**src/core/cprc_defs.svh**
```systemverilog
`ifndef CPRC_DEFS_SVH
`define CPRC_DEFS_SVH

// System clock rate in MHz (10 ns period)
`define CPRC_CLK_MHZ          100
// Reset pulse length in microseconds (5.6 ms)
`define CPRC_POR_TIME_US      5600
// Reference oscillator nominal rate in MHz and multiplier factor
`define CPRC_REF_MHZ          6
`define CPRC_REF_MULT         8
// Reference edges that must be counted before the next edge marks the clock as running
`define CPRC_OSC_EDGES_OK     8
// Cycles without a reference edge before the clock counts as stopped
`define CPRC_OSC_TIMEOUT_CYC  64
// Width of the reset-duration counter
`define CPRC_POR_CNT_W        20
// Width of the reference watchdog counter
`define CPRC_OSC_CNT_W        7
// Reset values of the pad-facing outputs
`define CPRC_POR_OUT_RST      1'h0
`define CPRC_PWR_EN_N_RST     1'h1

`endif

```
**src/core/cprc_pkg.sv**
```systemverilog
`default_nettype none

package cprc_pkg;

  // Level inputs arriving from pins, synchronised as one bank
  typedef struct packed {
    logic supply_ok;
    logic ext_reset_n;
    logic osc;
    logic test;
    logic rom_io;
  } cprc_pins_t;

  // Requests from the serial memory engine
  typedef struct packed {
    logic sel;
    logic clk;
    logic dout;
    logic dout_en;
  } cprc_rom_req_t;

  // Drive of the three serial memory pads
  typedef struct packed {
    logic select_o;
    logic select_oe;
    logic serial_clock_o;
    logic serial_clock_oe;
    logic serial_io_o;
    logic serial_io_oe;
  } cprc_rom_pad_t;

  typedef enum logic [2:0] {
    ST_WAIT = 3'h1,
    ST_HOLD = 3'h2,
    ST_RUN  = 3'h4
  } cprc_state_t;

endpackage

`default_nettype wire

```
**src/core/cprc_osc_gate.sv**
```systemverilog
`default_nettype none

module cprc_osc_gate
  import cprc_pkg::*;
(
  input  wire logic clk_sys,
  input  wire logic rst,
  input  wire logic osc_sync,
  input  wire logic suspend,
  output var  logic osc_out
);

  // Holds low in suspend so downstream logic sees no stray half-pulse
  always_ff @(posedge clk_sys or posedge rst) begin
    if (rst) begin
      osc_out <= 1'h0;
    end else if (suspend) begin
      osc_out <= 1'h0;
    end else begin
      osc_out <= osc_sync;
    end
  end

endmodule

`default_nettype wire

```
**src/core/cprc_top.sv**
```systemverilog
// Notes on behaviour
// - In reset, rom select, clock and data pads are released, not driven.
// - After reset, the rom serial clock pad is always driven.
// - Reset output stays low 5.6 ms after supply valid and clock running.
// - External reset input low resets the device and pulls reset output low.
// - A USB bus reset never touches the reset output.
// - Power enable goes low once configured, high again during suspend.
// - Oscillator output stops toggling while the USB link is suspended.
// - A 6 MHz reference, multiplied by eight, forms the internal clock.
`include "cprc_defs.svh"
`default_nettype none

module cprc_top
  import cprc_pkg::*;
#(
  parameter int unsigned POR_CYCLES = `CPRC_POR_TIME_US * `CPRC_CLK_MHZ
)
(
  input  wire logic          clk_sys,
  input  wire logic          rst,
  input  wire logic          supply_ok,
  input  wire logic          ext_reset_n,
  input  wire logic          osc_in,
  input  wire logic          test_in,
  input  wire logic          usb_configured,
  input  wire logic          usb_suspend,
  input  wire logic          usb_bus_reset,
  input  wire cprc_rom_req_t rom_req,
  input  wire logic          rom_serial_io_i,
  output var  cprc_rom_pad_t rom_pad,
  output var  logic          rom_din,
  output var  logic          por_out_n,
  output var  logic          dev_reset_n,
  output var  logic          power_enable_n,
  output var  logic          osc_out,
  output var  logic          ref_clock_ok,
  output var  logic          test_mode
);

  localparam int unsigned REF_MULT = `CPRC_REF_MULT;
  localparam int unsigned CORE_MHZ = `CPRC_REF_MHZ * REF_MULT;
  localparam logic [`CPRC_POR_CNT_W-1:0] POR_LAST =
    `CPRC_POR_CNT_W'(POR_CYCLES - 1);
  localparam logic [`CPRC_OSC_CNT_W-1:0] OSC_TIMEOUT =
    `CPRC_OSC_CNT_W'(`CPRC_OSC_TIMEOUT_CYC);
  localparam logic [3:0] OSC_EDGES_OK = 4'(`CPRC_OSC_EDGES_OK);

  cprc_pins_t  pins_raw;
  cprc_pins_t  sync1_ff;
  cprc_pins_t  sync2_ff;
  cprc_state_t state_ff;
  cprc_state_t nxt_state;

  logic [`CPRC_POR_CNT_W-1:0] por_cnt_ff;
  logic [`CPRC_OSC_CNT_W-1:0] osc_idle_ff;
  logic [3:0]                 osc_edges_ff;
  logic                       osc_prev_ff;
  logic                       osc_ok_ff;
  logic                       osc_edge;
  logic                       restart;
  logic                       sync_suspend;

  // True in every state where the chip counts as held in reset
  function automatic logic in_reset(input cprc_state_t st);
    in_reset = (st != ST_RUN);
  endfunction

  assign pins_raw = '{supply_ok:   supply_ok,
                      ext_reset_n: ext_reset_n,
                      osc:         osc_in,
                      test:        test_in,
                      rom_io:      rom_serial_io_i};

  // Two-stage synchronisers, one per pin; the first stage feeds only the second
  genvar gi;
  generate
    for (gi = 0; gi < $bits(cprc_pins_t); gi++) begin : g_sync
      always_ff @(posedge clk_sys or posedge rst) begin
        if (rst) begin
          sync1_ff[gi] <= 1'h0;
          sync2_ff[gi] <= 1'h0;
        end else begin
          sync1_ff[gi] <= pins_raw[gi];
          sync2_ff[gi] <= sync1_ff[gi];
        end
      end
    end
  endgenerate

  assign osc_edge     = sync2_ff.osc & ~osc_prev_ff;
  assign sync_suspend = usb_suspend;

  // reference clock presence
  // The multiplier itself is analog; here only its 6 MHz reference is watched.
  // CORE_MHZ documents the multiplied rate and is not used for timing.
  always_ff @(posedge clk_sys or posedge rst) begin
    if (rst) begin
      osc_prev_ff  <= 1'h0;
      osc_idle_ff  <= '0;
      osc_edges_ff <= '0;
      osc_ok_ff    <= 1'h0;
    end else begin
      osc_prev_ff <= sync2_ff.osc;
      if (osc_edge) begin
        osc_idle_ff <= '0;
        if (osc_edges_ff != OSC_EDGES_OK) begin
          osc_edges_ff <= osc_edges_ff + 4'h1;
        end
        osc_ok_ff <= (osc_edges_ff == OSC_EDGES_OK);
      end else if (osc_idle_ff == OSC_TIMEOUT) begin
        // Suspend stops the reference too, so loss clears the ok flag only outside suspend
        osc_edges_ff <= '0;
        osc_ok_ff    <= sync_suspend & osc_ok_ff;
      end else begin
        osc_idle_ff <= osc_idle_ff + `CPRC_OSC_CNT_W'(1);
      end
    end
  end

  // usb_bus_reset deliberately not part of the restart term
  assign restart = ~sync2_ff.ext_reset_n | ~sync2_ff.supply_ok;

  always_comb begin
    nxt_state = state_ff;
    unique case (state_ff)
      ST_WAIT: begin
        if (!restart && osc_ok_ff) begin
          nxt_state = ST_HOLD;
        end
      end
      ST_HOLD: begin
        if (restart) begin
          nxt_state = ST_WAIT;
        end else if (por_cnt_ff == POR_LAST) begin
          nxt_state = ST_RUN;
        end
      end
      ST_RUN: begin
        if (restart) begin
          nxt_state = ST_WAIT;
        end
      end
      default: begin
        nxt_state = ST_WAIT;
      end
    endcase
  end

  always_ff @(posedge clk_sys or posedge rst) begin
    if (rst) begin
      state_ff <= ST_WAIT;
    end else begin
      state_ff <= nxt_state;
    end
  end

  always_ff @(posedge clk_sys or posedge rst) begin
    if (rst) begin
      por_cnt_ff <= '0;
    end else if (state_ff != ST_HOLD || restart) begin
      por_cnt_ff <= '0;
    end else if (por_cnt_ff != POR_LAST) begin
      por_cnt_ff <= por_cnt_ff + `CPRC_POR_CNT_W'(1);
    end
  end

  always_ff @(posedge clk_sys or posedge rst) begin
    if (rst) begin
      por_out_n   <= `CPRC_POR_OUT_RST;
      dev_reset_n <= `CPRC_POR_OUT_RST;
    end else begin
      por_out_n   <= ~in_reset(nxt_state);
      dev_reset_n <= ~in_reset(nxt_state);
    end
  end

  // power enable follows configuration and suspend
  // Bus reset drops the enable because the device is no longer configured
  always_ff @(posedge clk_sys or posedge rst) begin
    if (rst) begin
      power_enable_n <= `CPRC_PWR_EN_N_RST;
    end else begin
      power_enable_n <= ~(usb_configured & ~usb_suspend & ~usb_bus_reset
                          & ~in_reset(state_ff));
    end
  end

  // serial clock always driven after reset
  always_ff @(posedge clk_sys or posedge rst) begin
    if (rst) begin
      rom_pad <= '0;
    end else if (in_reset(nxt_state)) begin
      rom_pad <= '0;
    end else begin
      rom_pad.select_o        <= rom_req.sel;
      rom_pad.select_oe       <= 1'h1;
      rom_pad.serial_clock_o  <= rom_req.clk;
      rom_pad.serial_clock_oe <= 1'h1;
      rom_pad.serial_io_o     <= rom_req.dout;
      rom_pad.serial_io_oe    <= rom_req.dout_en;
    end
  end

  always_ff @(posedge clk_sys or posedge rst) begin
    if (rst) begin
      rom_din <= 1'h0;
    end else begin
      rom_din <= sync2_ff.rom_io;
    end
  end

  always_ff @(posedge clk_sys or posedge rst) begin
    if (rst) begin
      ref_clock_ok <= 1'h0;
    end else begin
      ref_clock_ok <= osc_ok_ff;
    end
  end

  // any level other than low selects test mode
  always_ff @(posedge clk_sys or posedge rst) begin
    if (rst) begin
      test_mode <= 1'h0;
    end else begin
      test_mode <= sync2_ff.test;
    end
  end

  cprc_osc_gate cprc_osc_gate_i (
    .clk_sys  (clk_sys),
    .rst      (rst),
    .osc_sync (sync2_ff.osc),
    .suspend  (usb_suspend),
    .osc_out  (osc_out)
  );

endmodule

`default_nettype wire

```
**config.mk**
```make
export PLATFORM = sky130hd
export DESIGN_NAME = cprc_top
export DESIGN_NICKNAME = d
export VERILOG_FILES = /design/src/core/cprc_pkg.sv /design/src/core/cprc_osc_gate.sv /design/src/core/cprc_top.sv
export VERILOG_INCLUDE_DIRS = /design/src /design/src/core
export SDC_FILE = /design/constraint.sdc
export NUM_CORES = 1
export LEC_CHECK = 0
export BUFFER_PORTS_ARGS = -buffer_cell sky130_fd_sc_hd__buf_2
export CAP_MARGIN = 20
export CELL_PAD_IN_SITES_DETAIL_PLACEMENT = 1
export CELL_PAD_IN_SITES_GLOBAL_PLACEMENT = 2
export CORE_UTILIZATION = 38
export CTS_CLUSTER_DIAMETER = 50
export DETAILED_ROUTE_END_ITERATION = 8
export GPL_ROUTABILITY_DRIVEN = 0
export GPL_TIMING_DRIVEN = 0
export PLACE_DENSITY = 0.89
export SLEW_MARGIN = 20
export SYNTH_ARGS = -nofsm -noshare
export SYNTH_HDL_FRONTEND = slang
export SYNTH_SLANG_ARGS = --single-unit
```
**constraint.sdc**
```tcl
create_clock -name clk_sys -period 2.2 [get_ports clk_sys]
set_clock_uncertainty 0.05 [all_clocks]
set_input_delay 0.22 -clock clk_sys [delete_from_list [all_inputs] [get_ports clk_sys]]
set_output_delay 0.22 -clock clk_sys [all_outputs]
set_load 0.05 [all_outputs]
```
Word level (Yosys, flattened, before mapping) --
Cells that the tools add are included.
Storage, ports and cells: bits in registers 58, output and inout port bits 13, word-level logic and storage cells 80
Cells by class: add/subtract/negate cells 3, equal/unequal tests 13, muxes and demuxes 16, bitwise gates (word level) 14, reduce and logical (&&, ||, !) cells 6
Operators by type and width (count):
- 20-bit 2-to-1 mux | 2
- 20-bit by 1-bit adder with 20-bit output (second input constant) | 1
- 20-bit equality test (second input constant) | 1
- 20-bit != test (second input constant) | 1
- 7-bit 2-to-1 mux | 2
- 3-bit 2-to-1 mux | 4
- 4-bit 2-to-1 mux | 3
- 3-bit case mux with 3 select lines | 1
- 1-bit inverter | 8
- 7-bit by 1-bit adder with 7-bit output (second input constant) | 1
- 7-bit equality test (second input constant) | 1
- 6-bit 2-to-1 mux | 1
- 3-bit != test (second input constant) | 2
- 1-bit bitwise AND | 5
- 4-bit by 1-bit adder with 4-bit output (second input constant) | 1
- 4-bit equality test (second input constant) | 1
- 4-bit != test (second input constant) | 1
- 2-bit nonzero test | 2
- 3-bit by 1-bit equality test with 1-bit output (second input constant) | 1
- 3-bit by 2-bit equality test with 1-bit output (second input constant) | 1
- 3-bit equality test (second input constant) | 1
- 1-bit 2-to-1 mux | 3
- 3-bit by 2-bit != test with 1-bit output (second input constant) | 1
- 2-bit by 1-bit != test with 1-bit output (second input constant) | 1
- 6 further kinds | 6

Longest topological paths before layout --
Gate-level depths: netlist of run 1.
depth after elaboration 8, gate-level depth with buffers 7, gate-level depth less buffers 6

Cells and area by module --
A second synthesis of run 1 with hierarchy kept.
Unflattened totals: cells, all modules 236, area total of the unflattened synthesis 2513.7 µm²
Modules (own cells, without submodules):
- cprc_top | times used 1, cells each 233, area each 2471.1 µm², sequential area each 1378.8 µm²
- cprc_osc_gate | times used 1, cells each 3, area each 42.5 µm², sequential area each 25.0 µm²

Worst setup path after synthesis of run 1 --
No wires, ideal clock.
path kind register -> register, start point register por_cnt_ff[3], end point register por_cnt_ff[11], library setup time 0.079 ns, arrival time 1.478 ns, data required time 2.071 ns, path slack 0.593 ns, stages on the path, launching flop included 7, clock period less this slack 1.607 ns, cell sequence dfrtp_1 > and4_1 > buf_6 > and4_1 > buf_4 > a211oi_1 > mux2i_1
Between the ends: longest elaborated chain between the ends 3, elaborated cells between the ends (all ways) 5
RTL lines:
- from (decl) | line cprc_top.sv:54 | logic [`CPRC_POR_CNT_W-1:0] por_cnt_ff;
- from (signal assigned) | line cprc_top.sv:163 | por_cnt_ff <= por_cnt_ff + `CPRC_POR_CNT_W'(1);
- 20-bit by 1-bit adder with 20-bit output | line cprc_top.sv:163
- 20-bit 2-to-1 mux | line cprc_top.sv:162 | end else if (por_cnt_ff != POR_LAST) begin
- 20-bit 2-to-1 mux | line cprc_top.sv:160 | end else if (state_ff != ST_HOLD || restart) begin
Several ways; a longest one is shown, not always the timed one. The select of a mux whose other input is x is not followed. A chain may end at the register's enable or synchronous reset.

Worst setup path after layout of run 1 --
start point register state_ff[0], end point register por_cnt_ff[14]
Between the ends: longest elaborated chain between the ends 3, elaborated cells between the ends (all ways) 4
RTL lines:
- from (decl) | line cprc_top.sv:51 | cprc_state_t state_ff;
- from (signal assigned) | line cprc_top.sv:153 | state_ff <= nxt_state;
- 3-bit by 2-bit != test with 1-bit output (*) | line cprc_top.sv:160
- 1-bit logical OR (*) | line cprc_top.sv:160
- 20-bit 2-to-1 mux or 2-bit nonzero test (tied branches)
Mark *: on every way between the ends. The rest lies on a longest branch, timed or not.

==> run_summary.xml, run 1 <==
<?xml version="1.0" encoding="UTF-8"?>
<metrics>
  <group name="die">
    <metric name="fp.dieArea" unit="sq mm">0.007062</metric>
    <metric name="die-height" unit="um">84.04</metric>
    <metric name="fp.dieW" unit="um">84.04</metric>
    <metric name="ioPinCount" unit="">27</metric>
    <metric name="num_rows" unit="">29</metric>
    <metric name="core_region_area" unit="sq mm">0.006422</metric>
    <metric name="initial_utilization" unit="%">39.82</metric>
  </group>
  <group name="routing">
    <metric name="post_drt_via_cell_ratio" unit="">5.341</metric>
    <metric name="wl_per_cell" unit="um">15.22</metric>
    <metric name="detail_route.first_pass.iterations" unit="">6</metric>
    <metric name="finalWirelength" unit="mm">5.359</metric>
    <metric name="drt_iter0_markers" unit="">57</metric>
    <metric name="vias_after_detailed_routing" unit="">1880</metric>
    <metric name="ant_nets" unit="">0</metric>
    <metric name="drc_markers" unit="">2</metric>
  </group>
  <group name="yosys">
    <metric name="synth.yosys.warnings" unit="">0</metric>
    <metric name="synth_top_cells_by_count" unit="">sky130_fd_sc_hd__dfrtp_1, sky130_fd_sc_hd__nand2_1, sky130_fd_sc_hd__nor2_1</metric>
    <metric name="synth.distinct_cells" unit="">44</metric>
    <metric name="yosysTopAreaCellShare" unit="%">52.84</metric>
    <metric name="synth-seq-cells" unit="">56</metric>
    <metric name="yosys.cell_count.top_type" unit="">sky130_fd_sc_hd__dfrtp_1</metric>
    <metric name="synth_top_flop_cell" unit="">sky130_fd_sc_hd__dfrtp_1</metric>
    <metric name="synth-async-reset-ratio" unit="%">100.0</metric>
    <metric name="yosys.area.top_type" unit="">sky130_fd_sc_hd__dfrtp_1</metric>
    <metric name="synth_area_per_cell" unit="sq um">10.93</metric>
    <metric name="post_synthesis_cell_area" unit="sq mm">0.002557</metric>
    <metric name="synth.net_count" unit="">253</metric>
    <metric name="synth_seq_area_share" unit="%">54.89</metric>
    <metric name="synth_area_leaders" unit="">sky130_fd_sc_hd__dfrtp_1, sky130_fd_sc_hd__a21oi_1, sky130_fd_sc_hd__nand2_1</metric>
    <metric name="synth-edff-count" unit="">0</metric>
    <metric name="synthesis.instances" unit="">234</metric>
  </group>
  <group name="grt">
    <metric name="grt_remaining_overflow" unit="">0</metric>
    <metric name="antenna_violations_before_repair" unit="">0</metric>
    <metric name="grt_pass1_vias" unit="">2060</metric>
    <metric name="grt_start_max_net_pins" unit="">57</metric>
    <metric name="grt_first_pass_wirelength" unit="mm">9.397</metric>
    <metric name="grtUsageTotal" unit="%">16.56</metric>
  </group>
  <group name="critical_path">
    <metric name="timing.reg2reg.worst_path_depth" unit="">5</metric>
    <metric name="crit_fanout" unit="">10</metric>
    <metric name="cp-start-kind" unit="">register</metric>
    <metric name="critical_path_class" unit="">reg2reg</metric>
    <metric name="critical_path.reg2reg.endpoint" unit="">por_cnt_ff[14]</metric>
    <metric name="regToRegSetupSlack" unit="ps">340</metric>
    <metric name="reg2reg_from" unit="">state_ff[0]</metric>
    <metric name="cp_data_arrival_time" unit="ps">1990</metric>
    <metric name="end_kind" unit="">register</metric>
    <metric name="required" unit="ps">2330</metric>
  </group>
  <group name="sta">
    <metric name="finalSetupViolations" unit="">0</metric>
    <metric name="finalWorstSetupSlack" unit="ps">337.0</metric>
    <metric name="finalHoldViolations" unit="">0</metric>
    <metric name="worst_slew_margin_rel" unit="%">54.15</metric>
    <metric name="worst_slew_pin_slew" unit="ps">687.8</metric>
    <metric name="timing.final.crit_period" unit="ps">1863</metric>
    <metric name="period_share" unit="%">84.68</metric>
    <metric name="fin_setup_tns" unit="ps">0</metric>
    <metric name="grt_setup_unrepaired" unit="">false</metric>
    <metric name="fin_max_slew_vios" unit="">0</metric>
    <metric name="fmax" unit="GHz">0.5368</metric>
  </group>
  <group name="placement">
    <metric name="place.port_buffers" unit="">26</metric>
    <metric name="place_hpwl" unit="mm">3.759</metric>
    <metric name="placement.setup.worst_slack" unit="ps">201.5</metric>
  </group>
  <group name="clocking">
    <metric name="htree_num_levels" unit="">2</metric>
    <metric name="ctsRootBufferMaster" unit="">sky130_fd_sc_hd__clkbuf_8</metric>
    <metric name="cts_tree" unit="">built</metric>
    <metric name="worst_skew_pair.late_latency" unit="ps">310</metric>
    <metric name="clk_transition_reported_paths" unit="ps">100</metric>
    <metric name="numCtsBuffers" unit="">5</metric>
    <metric name="cts_max_path_buffers" unit="">2</metric>
    <metric name="cts_setup_buffers" unit="">0</metric>
    <metric name="cts_sinks" unit="">56</metric>
  </group>
  <group name="cells_and_area">
    <metric name="synthToLayoutAreaGrowth" unit="%">16.54</metric>
    <metric name="final_core_utilization" unit="%">46.41</metric>
    <metric name="finish.net_count" unit="">293</metric>
    <metric name="nFillCells" unit="">728</metric>
    <metric name="layout-drive-gt1-share" unit="%">18.55</metric>
    <metric name="antenna-diode-count" unit="">0</metric>
  </group>
  <group name="power">
    <metric name="vdd.ir_drop.worst" unit="mV">0.4872</metric>
    <metric name="lkg_pwr" unit="nW">1.327</metric>
    <metric name="power_density" unit="mW/mm^2">711.8</metric>
  </group>
  <group name="outcome">
    <metric name="status" unit="">complete, but fails checks</metric>
    <metric name="failed_checks" unit="">design-rule violations</metric>
  </group>
  <group name="worst_hold_path">
    <metric name="hold-path-endpoint" unit="">cprc_osc_gate_i.osc_out</metric>
    <metric name="timing.hold.worst_path_depth" unit="">2</metric>
    <metric name="hold_class" unit="">in2reg</metric>
    <metric name="holdCritStartpoint" unit="">usb_suspend</metric>
  </group>
  <group name="run">
    <metric name="max-cap-violations" unit="">0</metric>
  </group>
</metrics>
-- area by class of cell --
class | instances | area (sq um) | area share [%]
multi-input cells | 158 | 1045 | 35.05
plain buffers | 13 | 85.08 | 2.855
repair buffers | 33 | 200.2 | 6.717
clock inverters | 2 | 38.79 | 1.301
inverters | 7 | 28.78 | 0.9656
well taps | 77 | 96.34 | 3.233
flip-flops and latches | 56 | 1404 | 47.10
clock buffers | 6 | 82.58 | 2.771
-- registers in the layout, summed over array words and instances (netlist names) --
name,flops
cprc_osc_gate_i.osc_out,1
test_mode,1
osc_idle_ff,7
por_cnt_ff,20
sync1_ff,5
rom_pad,4
ref_clock_ok,1
state_ff,3
sync2_ff,5
osc_ok_ff,1
osc_prev_ff,1
power_enable_n,1
dev_reset_n,1
rom_din,1
osc_edges_ff,4
-- layer usage --
layer  vias to the layer above  track usage, %  part of all wire, %
li1                        907               -                    -
met1                       931           21.30                   46
met2                        37           28.61                   49
met3                         5           3.165                  3.4
met4                         0           4.232                 0.90
met5                         -               0                    0
-- worst max-delay path, cell delays in order, from the launching register on --
cell and delay (ps):
sky130_fd_sc_hd__dfstp_2 560, sky130_fd_sc_hd__nand2b_1 210, sky130_fd_sc_hd__or2_1 130, sky130_fd_sc_hd__clkbuf_1 260, sky130_fd_sc_hd__clkbuf_1 420, sky130_fd_sc_hd__a21oi_1 100
-- logic make-up (layout without fill, tap and decap cells) --
logic type / Yosys count / in the layout / synth area share (%)
DFF: 56 / 56 / 54.89
buffers and inverters: 20 / 61 / 4.354
AOI/OAI and AO/OA: 48 / 48 / 12.48
muxes: 4 / 4 / 1.566
and+or+nand+nor: 89 / 89 / 20.16
adders and majority gates: 5 / 5 / 2.446
xor gates and xnor gates: 12 / 12 / 4.110
-- placed cells by master (no fill, tap or decap), types with 5 or more instances in the layout --
cell type,netlist,final
sky130_fd_sc_hd__nor2_1,16,15
sky130_fd_sc_hd__dfrtp_1,54,54
sky130_fd_sc_hd__a21oi_1,15,15
sky130_fd_sc_hd__ha_1,5,5
sky130_fd_sc_hd__dlygate4sd3_1,0,7
sky130_fd_sc_hd__o21ai_1,6,6
sky130_fd_sc_hd__xnor2_1,6,6
sky130_fd_sc_hd__inv_1,7,6
sky130_fd_sc_hd__nand2_1,19,19
sky130_fd_sc_hd__buf_2,2,28
sky130_fd_sc_hd__buf_4,7,7
sky130_fd_sc_hd__xor2_1,6,6
sky130_fd_sc_hd__clkbuf_8,0,6
sky130_fd_sc_hd__nand3_1,12,12
sky130_fd_sc_hd__and3_1,5,5
sky130_fd_sc_hd__nand4_1,6,6
-- repair_timing --
item,CTS,global route
gates resized for setup,0,1
hold buffers,7,0
endpoints found under the setup margin,0,4
hold endpoints to repair,10,0
-- worst max-delay path by stage --
stage	startpoint	end	slack (ps)	depth (start not counted)
2_1_floorplan	rst	cprc_osc_gate_i.osc_out	560	1
3_3_place_gp	rst	por_cnt_ff[3]	-190	2
3_5_place_dp	state_ff[2]	rom_pad[3]	200	4
4_1_cts	state_ff[2]	rom_pad[3]	140	4
5_1_grt	state_ff[0]	por_cnt_ff[13]	210	5
6_report	state_ff[0]	por_cnt_ff[14]	340	5
-- where the power goes --
| part | leakage, nW | internal [W] | total [W] | switching, W |
|---|---|---|---|---|
| clock | 0.0614 | 0.000373 | 0.000717 | 0.000344 |
| sequential | 0.730 | 0.00110 | 0.00117 | 0.0000705 |
| combinational | 0.536 | 0.000104 | 0.000232 | 0.000128 |
-- stage by stage --
stage | total power [W] | std cells | instance area, sq um | hold WS (ps)
finish | 0.002121 | 352 | 2980 | 38.53
global route | 0.002223 | 352 | 2980 | 29.72
CTS | 0.002147 | 352 | 2978 | 37.91
detailed placement | 0.001421 | 337 | 2786 | 283.0
global placement | 0.001397 | 337 | 2784 | 278.7
floorplan | 0.001340 | 234 | 2557 | 201.4
Note: power is estimated with default switching activity, not from simulation.
==> run 2, diff against run 1 <==
clock period = 1.9 ns   (was 2.2 ns; I/O delays follow)
==> run_summary.xml, run 2 (synthesis results as in run 1) <==
<?xml version="1.0" encoding="UTF-8"?>
<metrics>
  <group name="critical_path">
    <metric name="cp-start-kind" unit="">register</metric>
    <metric name="worst_path_dominant_cell_family" unit="">simple AND/OR/NAND/NOR gates</metric>
    <metric name="end_kind" unit="">register</metric>
    <metric name="critPathSlowestCell" unit="">sky130_fd_sc_hd__dfrtp_1</metric>
    <metric name="critical_path_class" unit="">reg2reg</metric>
    <metric name="required" unit="ps">2080</metric>
    <metric name="crit_fanout" unit="">6</metric>
    <metric name="worstPathBufferInverterCount" unit="">1</metric>
    <metric name="cp_data_arrival_time" unit="ps">1950</metric>
    <metric name="cp_cell_sequence" unit="">nand3b_1, or2_1, clkbuf_1, a2111o_1, o21ai_1</metric>
    <metric name="crit_path_max_incr_delay" unit="ps">430</metric>
    <metric name="reg2reg_from" unit="">state_ff[2]</metric>
    <metric name="cp-startpoint" unit="">state_ff[2]</metric>
  </group>
  <group name="die">
    <metric name="die-height" unit="um">84.04</metric>
    <metric name="initial_utilization" unit="%">39.82</metric>
    <metric name="fp.dieW" unit="um">84.04</metric>
    <metric name="num_rows" unit="">29</metric>
    <metric name="fp.dieArea" unit="sq mm">0.007062</metric>
    <metric name="core_region_area" unit="sq mm">0.006422</metric>
    <metric name="ioPinCount" unit="">27</metric>
  </group>
  <group name="grt">
    <metric name="grtUsageTotal" unit="%">16.50</metric>
    <metric name="grt_first_pass_wirelength" unit="mm">9.363</metric>
    <metric name="grt_pass1_vias" unit="">2065</metric>
    <metric name="antenna_violations_before_repair" unit="">0</metric>
    <metric name="grt_remaining_overflow" unit="">0</metric>
    <metric name="grt_start_max_net_pins" unit="">57</metric>
  </group>
  <group name="power">
    <metric name="vdd.ir_drop.worst" unit="mV">0.5594</metric>
    <metric name="lkg_pwr" unit="nW">1.341</metric>
    <metric name="power_density" unit="mW/mm^2">815.7</metric>
    <metric name="report.power.total" unit="W">0.002456</metric>
  </group>
  <group name="cells_and_area">
    <metric name="largest_reg_flops" unit="">20</metric>
    <metric name="synthToLayoutAreaGrowth" unit="%">17.71</metric>
    <metric name="post_layout_nonfiller_instances" unit="">354</metric>
    <metric name="finish.net_count" unit="">295</metric>
    <metric name="nFillCells" unit="">729</metric>
    <metric name="register_area" unit="sq mm">0.001404</metric>
    <metric name="layout-drive-gt1-share" unit="%">19.49</metric>
    <metric name="multi_input_comb_area" unit="sq mm">0.001056</metric>
    <metric name="layout.cells.most_common" unit="">sky130_fd_sc_hd__dfrtp_1</metric>
    <metric name="antenna-diode-count" unit="">0</metric>
    <metric name="final_core_utilization" unit="%">46.87</metric>
    <metric name="regs_by_ff_count" unit="">por_cnt_ff: 20 flops, osc_idle_ff: 7 flops</metric>
    <metric name="highest_count_cells_in_the_layout_ignoring_fill_and_taps" unit="">sky130_fd_sc_hd__dfrtp_1, sky130_fd_sc_hd__buf_2, sky130_fd_sc_hd__nand2_1</metric>
    <metric name="largest-register" unit="">por_cnt_ff</metric>
  </group>
  <group name="worst_hold_path">
    <metric name="hold_class" unit="">in2reg</metric>
    <metric name="holdCritStartpoint" unit="">usb_bus_reset</metric>
  </group>
  <group name="sta">
    <metric name="worst_slew_pin_slew" unit="ps">682.8</metric>
    <metric name="worst_slew_margin_rel" unit="%">54.48</metric>
    <metric name="fin_max_slew_vios" unit="">0</metric>
    <metric name="grt_setup_unrepaired" unit="">false</metric>
    <metric name="finalWorstSetupSlack" unit="ps">131.6</metric>
    <metric name="finalSetupViolations" unit="">0</metric>
    <metric name="fmax" unit="GHz">0.5655</metric>
    <metric name="hold_slack" unit="ps">27.77</metric>
    <metric name="finalHoldViolations" unit="">0</metric>
    <metric name="timing.final.crit_period" unit="ps">1768</metric>
    <metric name="period_share" unit="%">93.07</metric>
  </group>
  <group name="routing">
    <metric name="wl_per_cell" unit="um">15.24</metric>
    <metric name="ant_nets" unit="">0</metric>
    <metric name="vias_after_detailed_routing" unit="">1893</metric>
    <metric name="drc_markers" unit="">2</metric>
    <metric name="drt_iter0_markers" unit="">52</metric>
    <metric name="detail_route.first_pass.iterations" unit="">6</metric>
    <metric name="finalWirelength" unit="mm">5.394</metric>
    <metric name="post_drt_via_cell_ratio" unit="">5.347</metric>
  </group>
  <group name="clocking">
    <metric name="ctsRootBufferMaster" unit="">sky130_fd_sc_hd__clkbuf_8</metric>
    <metric name="htree_num_levels" unit="">2</metric>
    <metric name="cts_sinks" unit="">56</metric>
    <metric name="clk_transition_reported_paths" unit="ps">100</metric>
    <metric name="cts_max_path_buffers" unit="">2</metric>
    <metric name="numCtsBuffers" unit="">5</metric>
    <metric name="cts_tree" unit="">built</metric>
    <metric name="worst_skew_pair.late_latency" unit="ps">310</metric>
  </group>
  <group name="outcome">
    <metric name="status" unit="">complete, but fails checks</metric>
    <metric name="failed_checks" unit="">design-rule violations</metric>
  </group>
  <group name="placement">
    <metric name="place.port_buffers" unit="">26</metric>
    <metric name="placement.setup.worst_slack" unit="ps">-98.52</metric>
    <metric name="place_hpwl" unit="mm">3.759</metric>
    <metric name="numPlacedInstances" unit="">337</metric>
  </group>
  <group name="run">
    <metric name="max-cap-violations" unit="">0</metric>
  </group>
</metrics>
==> run 2: metal layers <==
metal,track usage [%],vias to the layer above,wire [um]
met5,0,-,0
met3,3.165,5,180
li1,-,912,-
met4,4.232,0,48
met1,20.98,943,2518
met2,28.76,33,2645
==> run 2: timing repair <==
action,in CTS,in global routing
gates resized for setup,2,2
pin swaps,0,1
endpoints found under the hold margin,60,1
hold buffers,7,1
cloned,0,0
setup endpoints to repair,6,10
buffers inserted,0,1
==> run 2: worst paths after layout <==
kind                                        to  depth (start not counted)  slack [ps]
worst max register to register   por_cnt_ff[7]                          5         130
worst min-delay path            power_enable_n                          3          30
min in group asynchronous        por_cnt_ff[7]                          3         500
max in group asynchronous       osc_idle_ff[2]                          3         850
worst min register to register     sync2_ff[2]                          0         310
worst max-delay path             por_cnt_ff[7]                          5         130
==> run 2: final cells by class <==
type | instances | share of cell area, %
plain buffers | 13 | 2.868
clock buffers | 6 | 2.743
clock inverters | 2 | 1.288
inverters | 7 | 0.9559
multi-input cells | 158 | 35.08
flip-flops and latches | 56 | 46.63
well taps | 77 | 3.200
repair buffers | 35 | 7.232
==> run 2: tightest hold or removal path, cell delays in order <==
cell	delay [ps]
sky130_fd_sc_hd__buf_2	80
sky130_fd_sc_hd__nor2_1	30
sky130_fd_sc_hd__nand3_1	60
==> run 2: report_power, final <==
group / switching [W] / internal (W) / total, W / leakage (nW)
Clock: 0.000394 / 0.000432 / 0.000826 / 0.0614
Sequential: 0.0000813 / 0.00128 / 0.00136 / 0.730
Combinational: 0.000150 / 0.000123 / 0.000272 / 0.550
Total: 0.000625 / 0.00183 / 0.00246 / 1.34
==> run 2: stage by stage <==
step	setup TNS [ps]	cell area, sq um
finish	0	3010
global route	0	3010
CTS	0	2982
detailed placement	-368.1	2786
global placement	-24940	2784
floorplan	0	2557
==> run 3, diff against run 2 <==
BUFFER_PORTS_ARGS = -buffer_cell sky130_fd_sc_hd__buf_4   (was -buffer_cell sky130_fd_sc_hd__buf_2)
CORE_UTILIZATION = 25   (was 38)
PLACE_DENSITY = 0.66   (was 0.89)
==> run_summary.xml, run 3 (synthesis results as in run 1) <==
<?xml version="1.0" encoding="UTF-8"?>
<metrics>
  <group name="grt">
    <metric name="grt_remaining_overflow" unit="">0</metric>
    <metric name="use_met1" unit="%">14.52</metric>
    <metric name="use_met2" unit="%">18.56</metric>
    <metric name="met3_usage" unit="%">2.441</metric>
    <metric name="antenna_violations_before_repair" unit="">0</metric>
    <metric name="grt.busiest_layer" unit="">met2</metric>
    <metric name="grt_start_max_net_pins" unit="">51</metric>
    <metric name="grtUsageTotal" unit="%">11.05</metric>
    <metric name="grt_pass1_vias" unit="">1903</metric>
    <metric name="grt_first_pass_wirelength" unit="mm">9.177</metric>
  </group>
  <group name="clocking">
    <metric name="clk_transition_reported_paths" unit="ps">110</metric>
    <metric name="numCtsBuffers" unit="">5</metric>
    <metric name="ctsRootBufferMaster" unit="">sky130_fd_sc_hd__clkbuf_8</metric>
    <metric name="htree_num_levels" unit="">2</metric>
    <metric name="cts_sinks" unit="">56</metric>
    <metric name="worst_skew_pair.late_latency" unit="ps">310</metric>
    <metric name="cts_tree" unit="">built</metric>
    <metric name="cts_max_path_buffers" unit="">2</metric>
  </group>
  <group name="die">
    <metric name="fp.dieArea" unit="sq mm">0.01064</metric>
    <metric name="initial_utilization" unit="%">25.93</metric>
    <metric name="fp.dieW" unit="um">103.1</metric>
    <metric name="die-height" unit="um">103.1</metric>
    <metric name="ioPinCount" unit="">27</metric>
    <metric name="core_region_area" unit="sq mm">0.009864</metric>
    <metric name="num_rows" unit="">36</metric>
  </group>
  <group name="sta">
    <metric name="worst_slew_margin_rel" unit="%">69.09</metric>
    <metric name="timing.final.crit_period" unit="ps">1766</metric>
    <metric name="hold_slack" unit="ps">28.49</metric>
    <metric name="worst_slew_pin_slew" unit="ps">463.6</metric>
    <metric name="fin_setup_tns" unit="ps">0</metric>
    <metric name="fin_max_slew_vios" unit="">0</metric>
    <metric name="grt_setup_unrepaired" unit="">false</metric>
    <metric name="finalWorstSetupSlack" unit="ps">134.5</metric>
    <metric name="period_share" unit="%">92.92</metric>
    <metric name="finalHoldViolations" unit="">0</metric>
    <metric name="finalSetupViolations" unit="">0</metric>
    <metric name="fmax" unit="GHz">0.5664</metric>
  </group>
  <group name="critical_path">
    <metric name="cp_data_arrival_time" unit="ps">1950</metric>
    <metric name="cp-start-kind" unit="">register</metric>
    <metric name="crit_fanout" unit="">10</metric>
    <metric name="required" unit="ps">2080</metric>
    <metric name="end_kind" unit="">register</metric>
    <metric name="critical_path_class" unit="">reg2reg</metric>
  </group>
  <group name="placement">
    <metric name="numPlacedInstances" unit="">394</metric>
    <metric name="placement.setup.worst_slack" unit="ps">-174.6</metric>
    <metric name="place.port_buffers" unit="">26</metric>
    <metric name="place_hpwl" unit="mm">3.715</metric>
  </group>
  <group name="routing">
    <metric name="vias_after_detailed_routing" unit="">1906</metric>
    <metric name="wl_per_cell" unit="um">13.34</metric>
    <metric name="drc_markers" unit="">0</metric>
    <metric name="detail_route.first_pass.iterations" unit="">4</metric>
    <metric name="post_drt_via_cell_ratio" unit="">4.626</metric>
    <metric name="finalWirelength" unit="mm">5.496</metric>
    <metric name="drt_iter0_markers" unit="">60</metric>
    <metric name="ant_nets" unit="">0</metric>
  </group>
  <group name="cells_and_area">
    <metric name="largest_reg_flops" unit="">20</metric>
    <metric name="largest-register" unit="">por_cnt_ff</metric>
    <metric name="highest_count_cells_in_the_layout_ignoring_fill_and_taps" unit="">sky130_fd_sc_hd__dfrtp_1, sky130_fd_sc_hd__buf_4, sky130_fd_sc_hd__nand2_1</metric>
    <metric name="regs_by_ff_count" unit="">por_cnt_ff: 20 flops, osc_idle_ff: 7 flops</metric>
    <metric name="layout.cells.most_common" unit="">sky130_fd_sc_hd__dfrtp_1</metric>
    <metric name="layout-drive-gt1-share" unit="%">20.43</metric>
    <metric name="post_layout_nonfiller_instances" unit="">412</metric>
    <metric name="synthToLayoutAreaGrowth" unit="%">23.58</metric>
    <metric name="antenna-diode-count" unit="">0</metric>
    <metric name="finish.net_count" unit="">297</metric>
  </group>
  <group name="power">
    <metric name="vdd.ir_drop.worst" unit="mV">0.3705</metric>
    <metric name="power_density" unit="mW/mm^2">740.6</metric>
    <metric name="report.power.total" unit="W">0.002341</metric>
    <metric name="lkg_pwr" unit="nW">1.365</metric>
  </group>
  <group name="outcome">
    <metric name="status" unit="">finished, final reports clean</metric>
  </group>
  <group name="worst_hold_path">
    <metric name="hold_class" unit="">in2reg</metric>
  </group>
  <group name="run">
    <metric name="max-cap-violations" unit="">0</metric>
  </group>
</metrics>
## run 3: power by group
group | total, W | switching (W) | internal [W]
Sequential | 0.00136 | 0.0000810 | 0.00128
Combinational | 0.000277 | 0.000138 | 0.000139
Clock | 0.000707 | 0.000407 | 0.000300
Total | 0.00234 | 0.000626 | 0.00171
## run 3: repair_timing
item	CTS	global route
buffers inserted	0	2
endpoints found under the hold margin	61	0
hold buffers	8	0
resized for setup	2	5
setup endpoints to repair	16	23
## run 3: critical path, cell delays in order (launching register included)
cell and delay, ps:
sky130_fd_sc_hd__dfrtp_1 450, sky130_fd_sc_hd__nor4b_2 300, sky130_fd_sc_hd__and3_1 180, sky130_fd_sc_hd__buf_2 190
sky130_fd_sc_hd__buf_2 260, sky130_fd_sc_hd__nand3_1 110, sky130_fd_sc_hd__a21oi_1 140
## run 3: final cells by class
class                   count  area [sq um]
plain buffers              13         88.84
flip-flops and latches     56          1404
fillers                  1115          6704
well taps                 133         166.4
repair buffers             37         317.8
multi-input cells         158          1059
inverters                   7         28.78
clock inverters             2         13.76
clock buffers               6         82.58
## run 3: through the flow
step / utilization [%] / instance area (sq um)
2_1_floorplan: - / 2557
3_3_place_gp: 29.59 / 2919
3_5_place_dp: 29.90 / 2949
4_1_cts: 31.72 / 3129
5_1_grt: 32.04 / 3161
6_report: 32.04 / 3161
## run 3: layer usage
metal	routed length (um)	vias up	part of all wire [%]
li1	-	915	-
met1	2586	968	47
met2	2730	18	50
met3	132	5	2.4
met4	46	0	0.84
met5	0	-	0
## run 3: worst paths after layout
check	startpoint	to	slack, ps	depth (start not counted)
min reg2reg	sync1_ff[3]	sync2_ff[3]	300	0
min in group asynchronous	rst	test_mode	260	3
max	por_cnt_ff[16]	por_cnt_ff[1]	130	6
min	usb_bus_reset	power_enable_n	30	3
max in group asynchronous	rst	power_enable_n	1030	4
max reg2reg	por_cnt_ff[16]	por_cnt_ff[1]	130	6
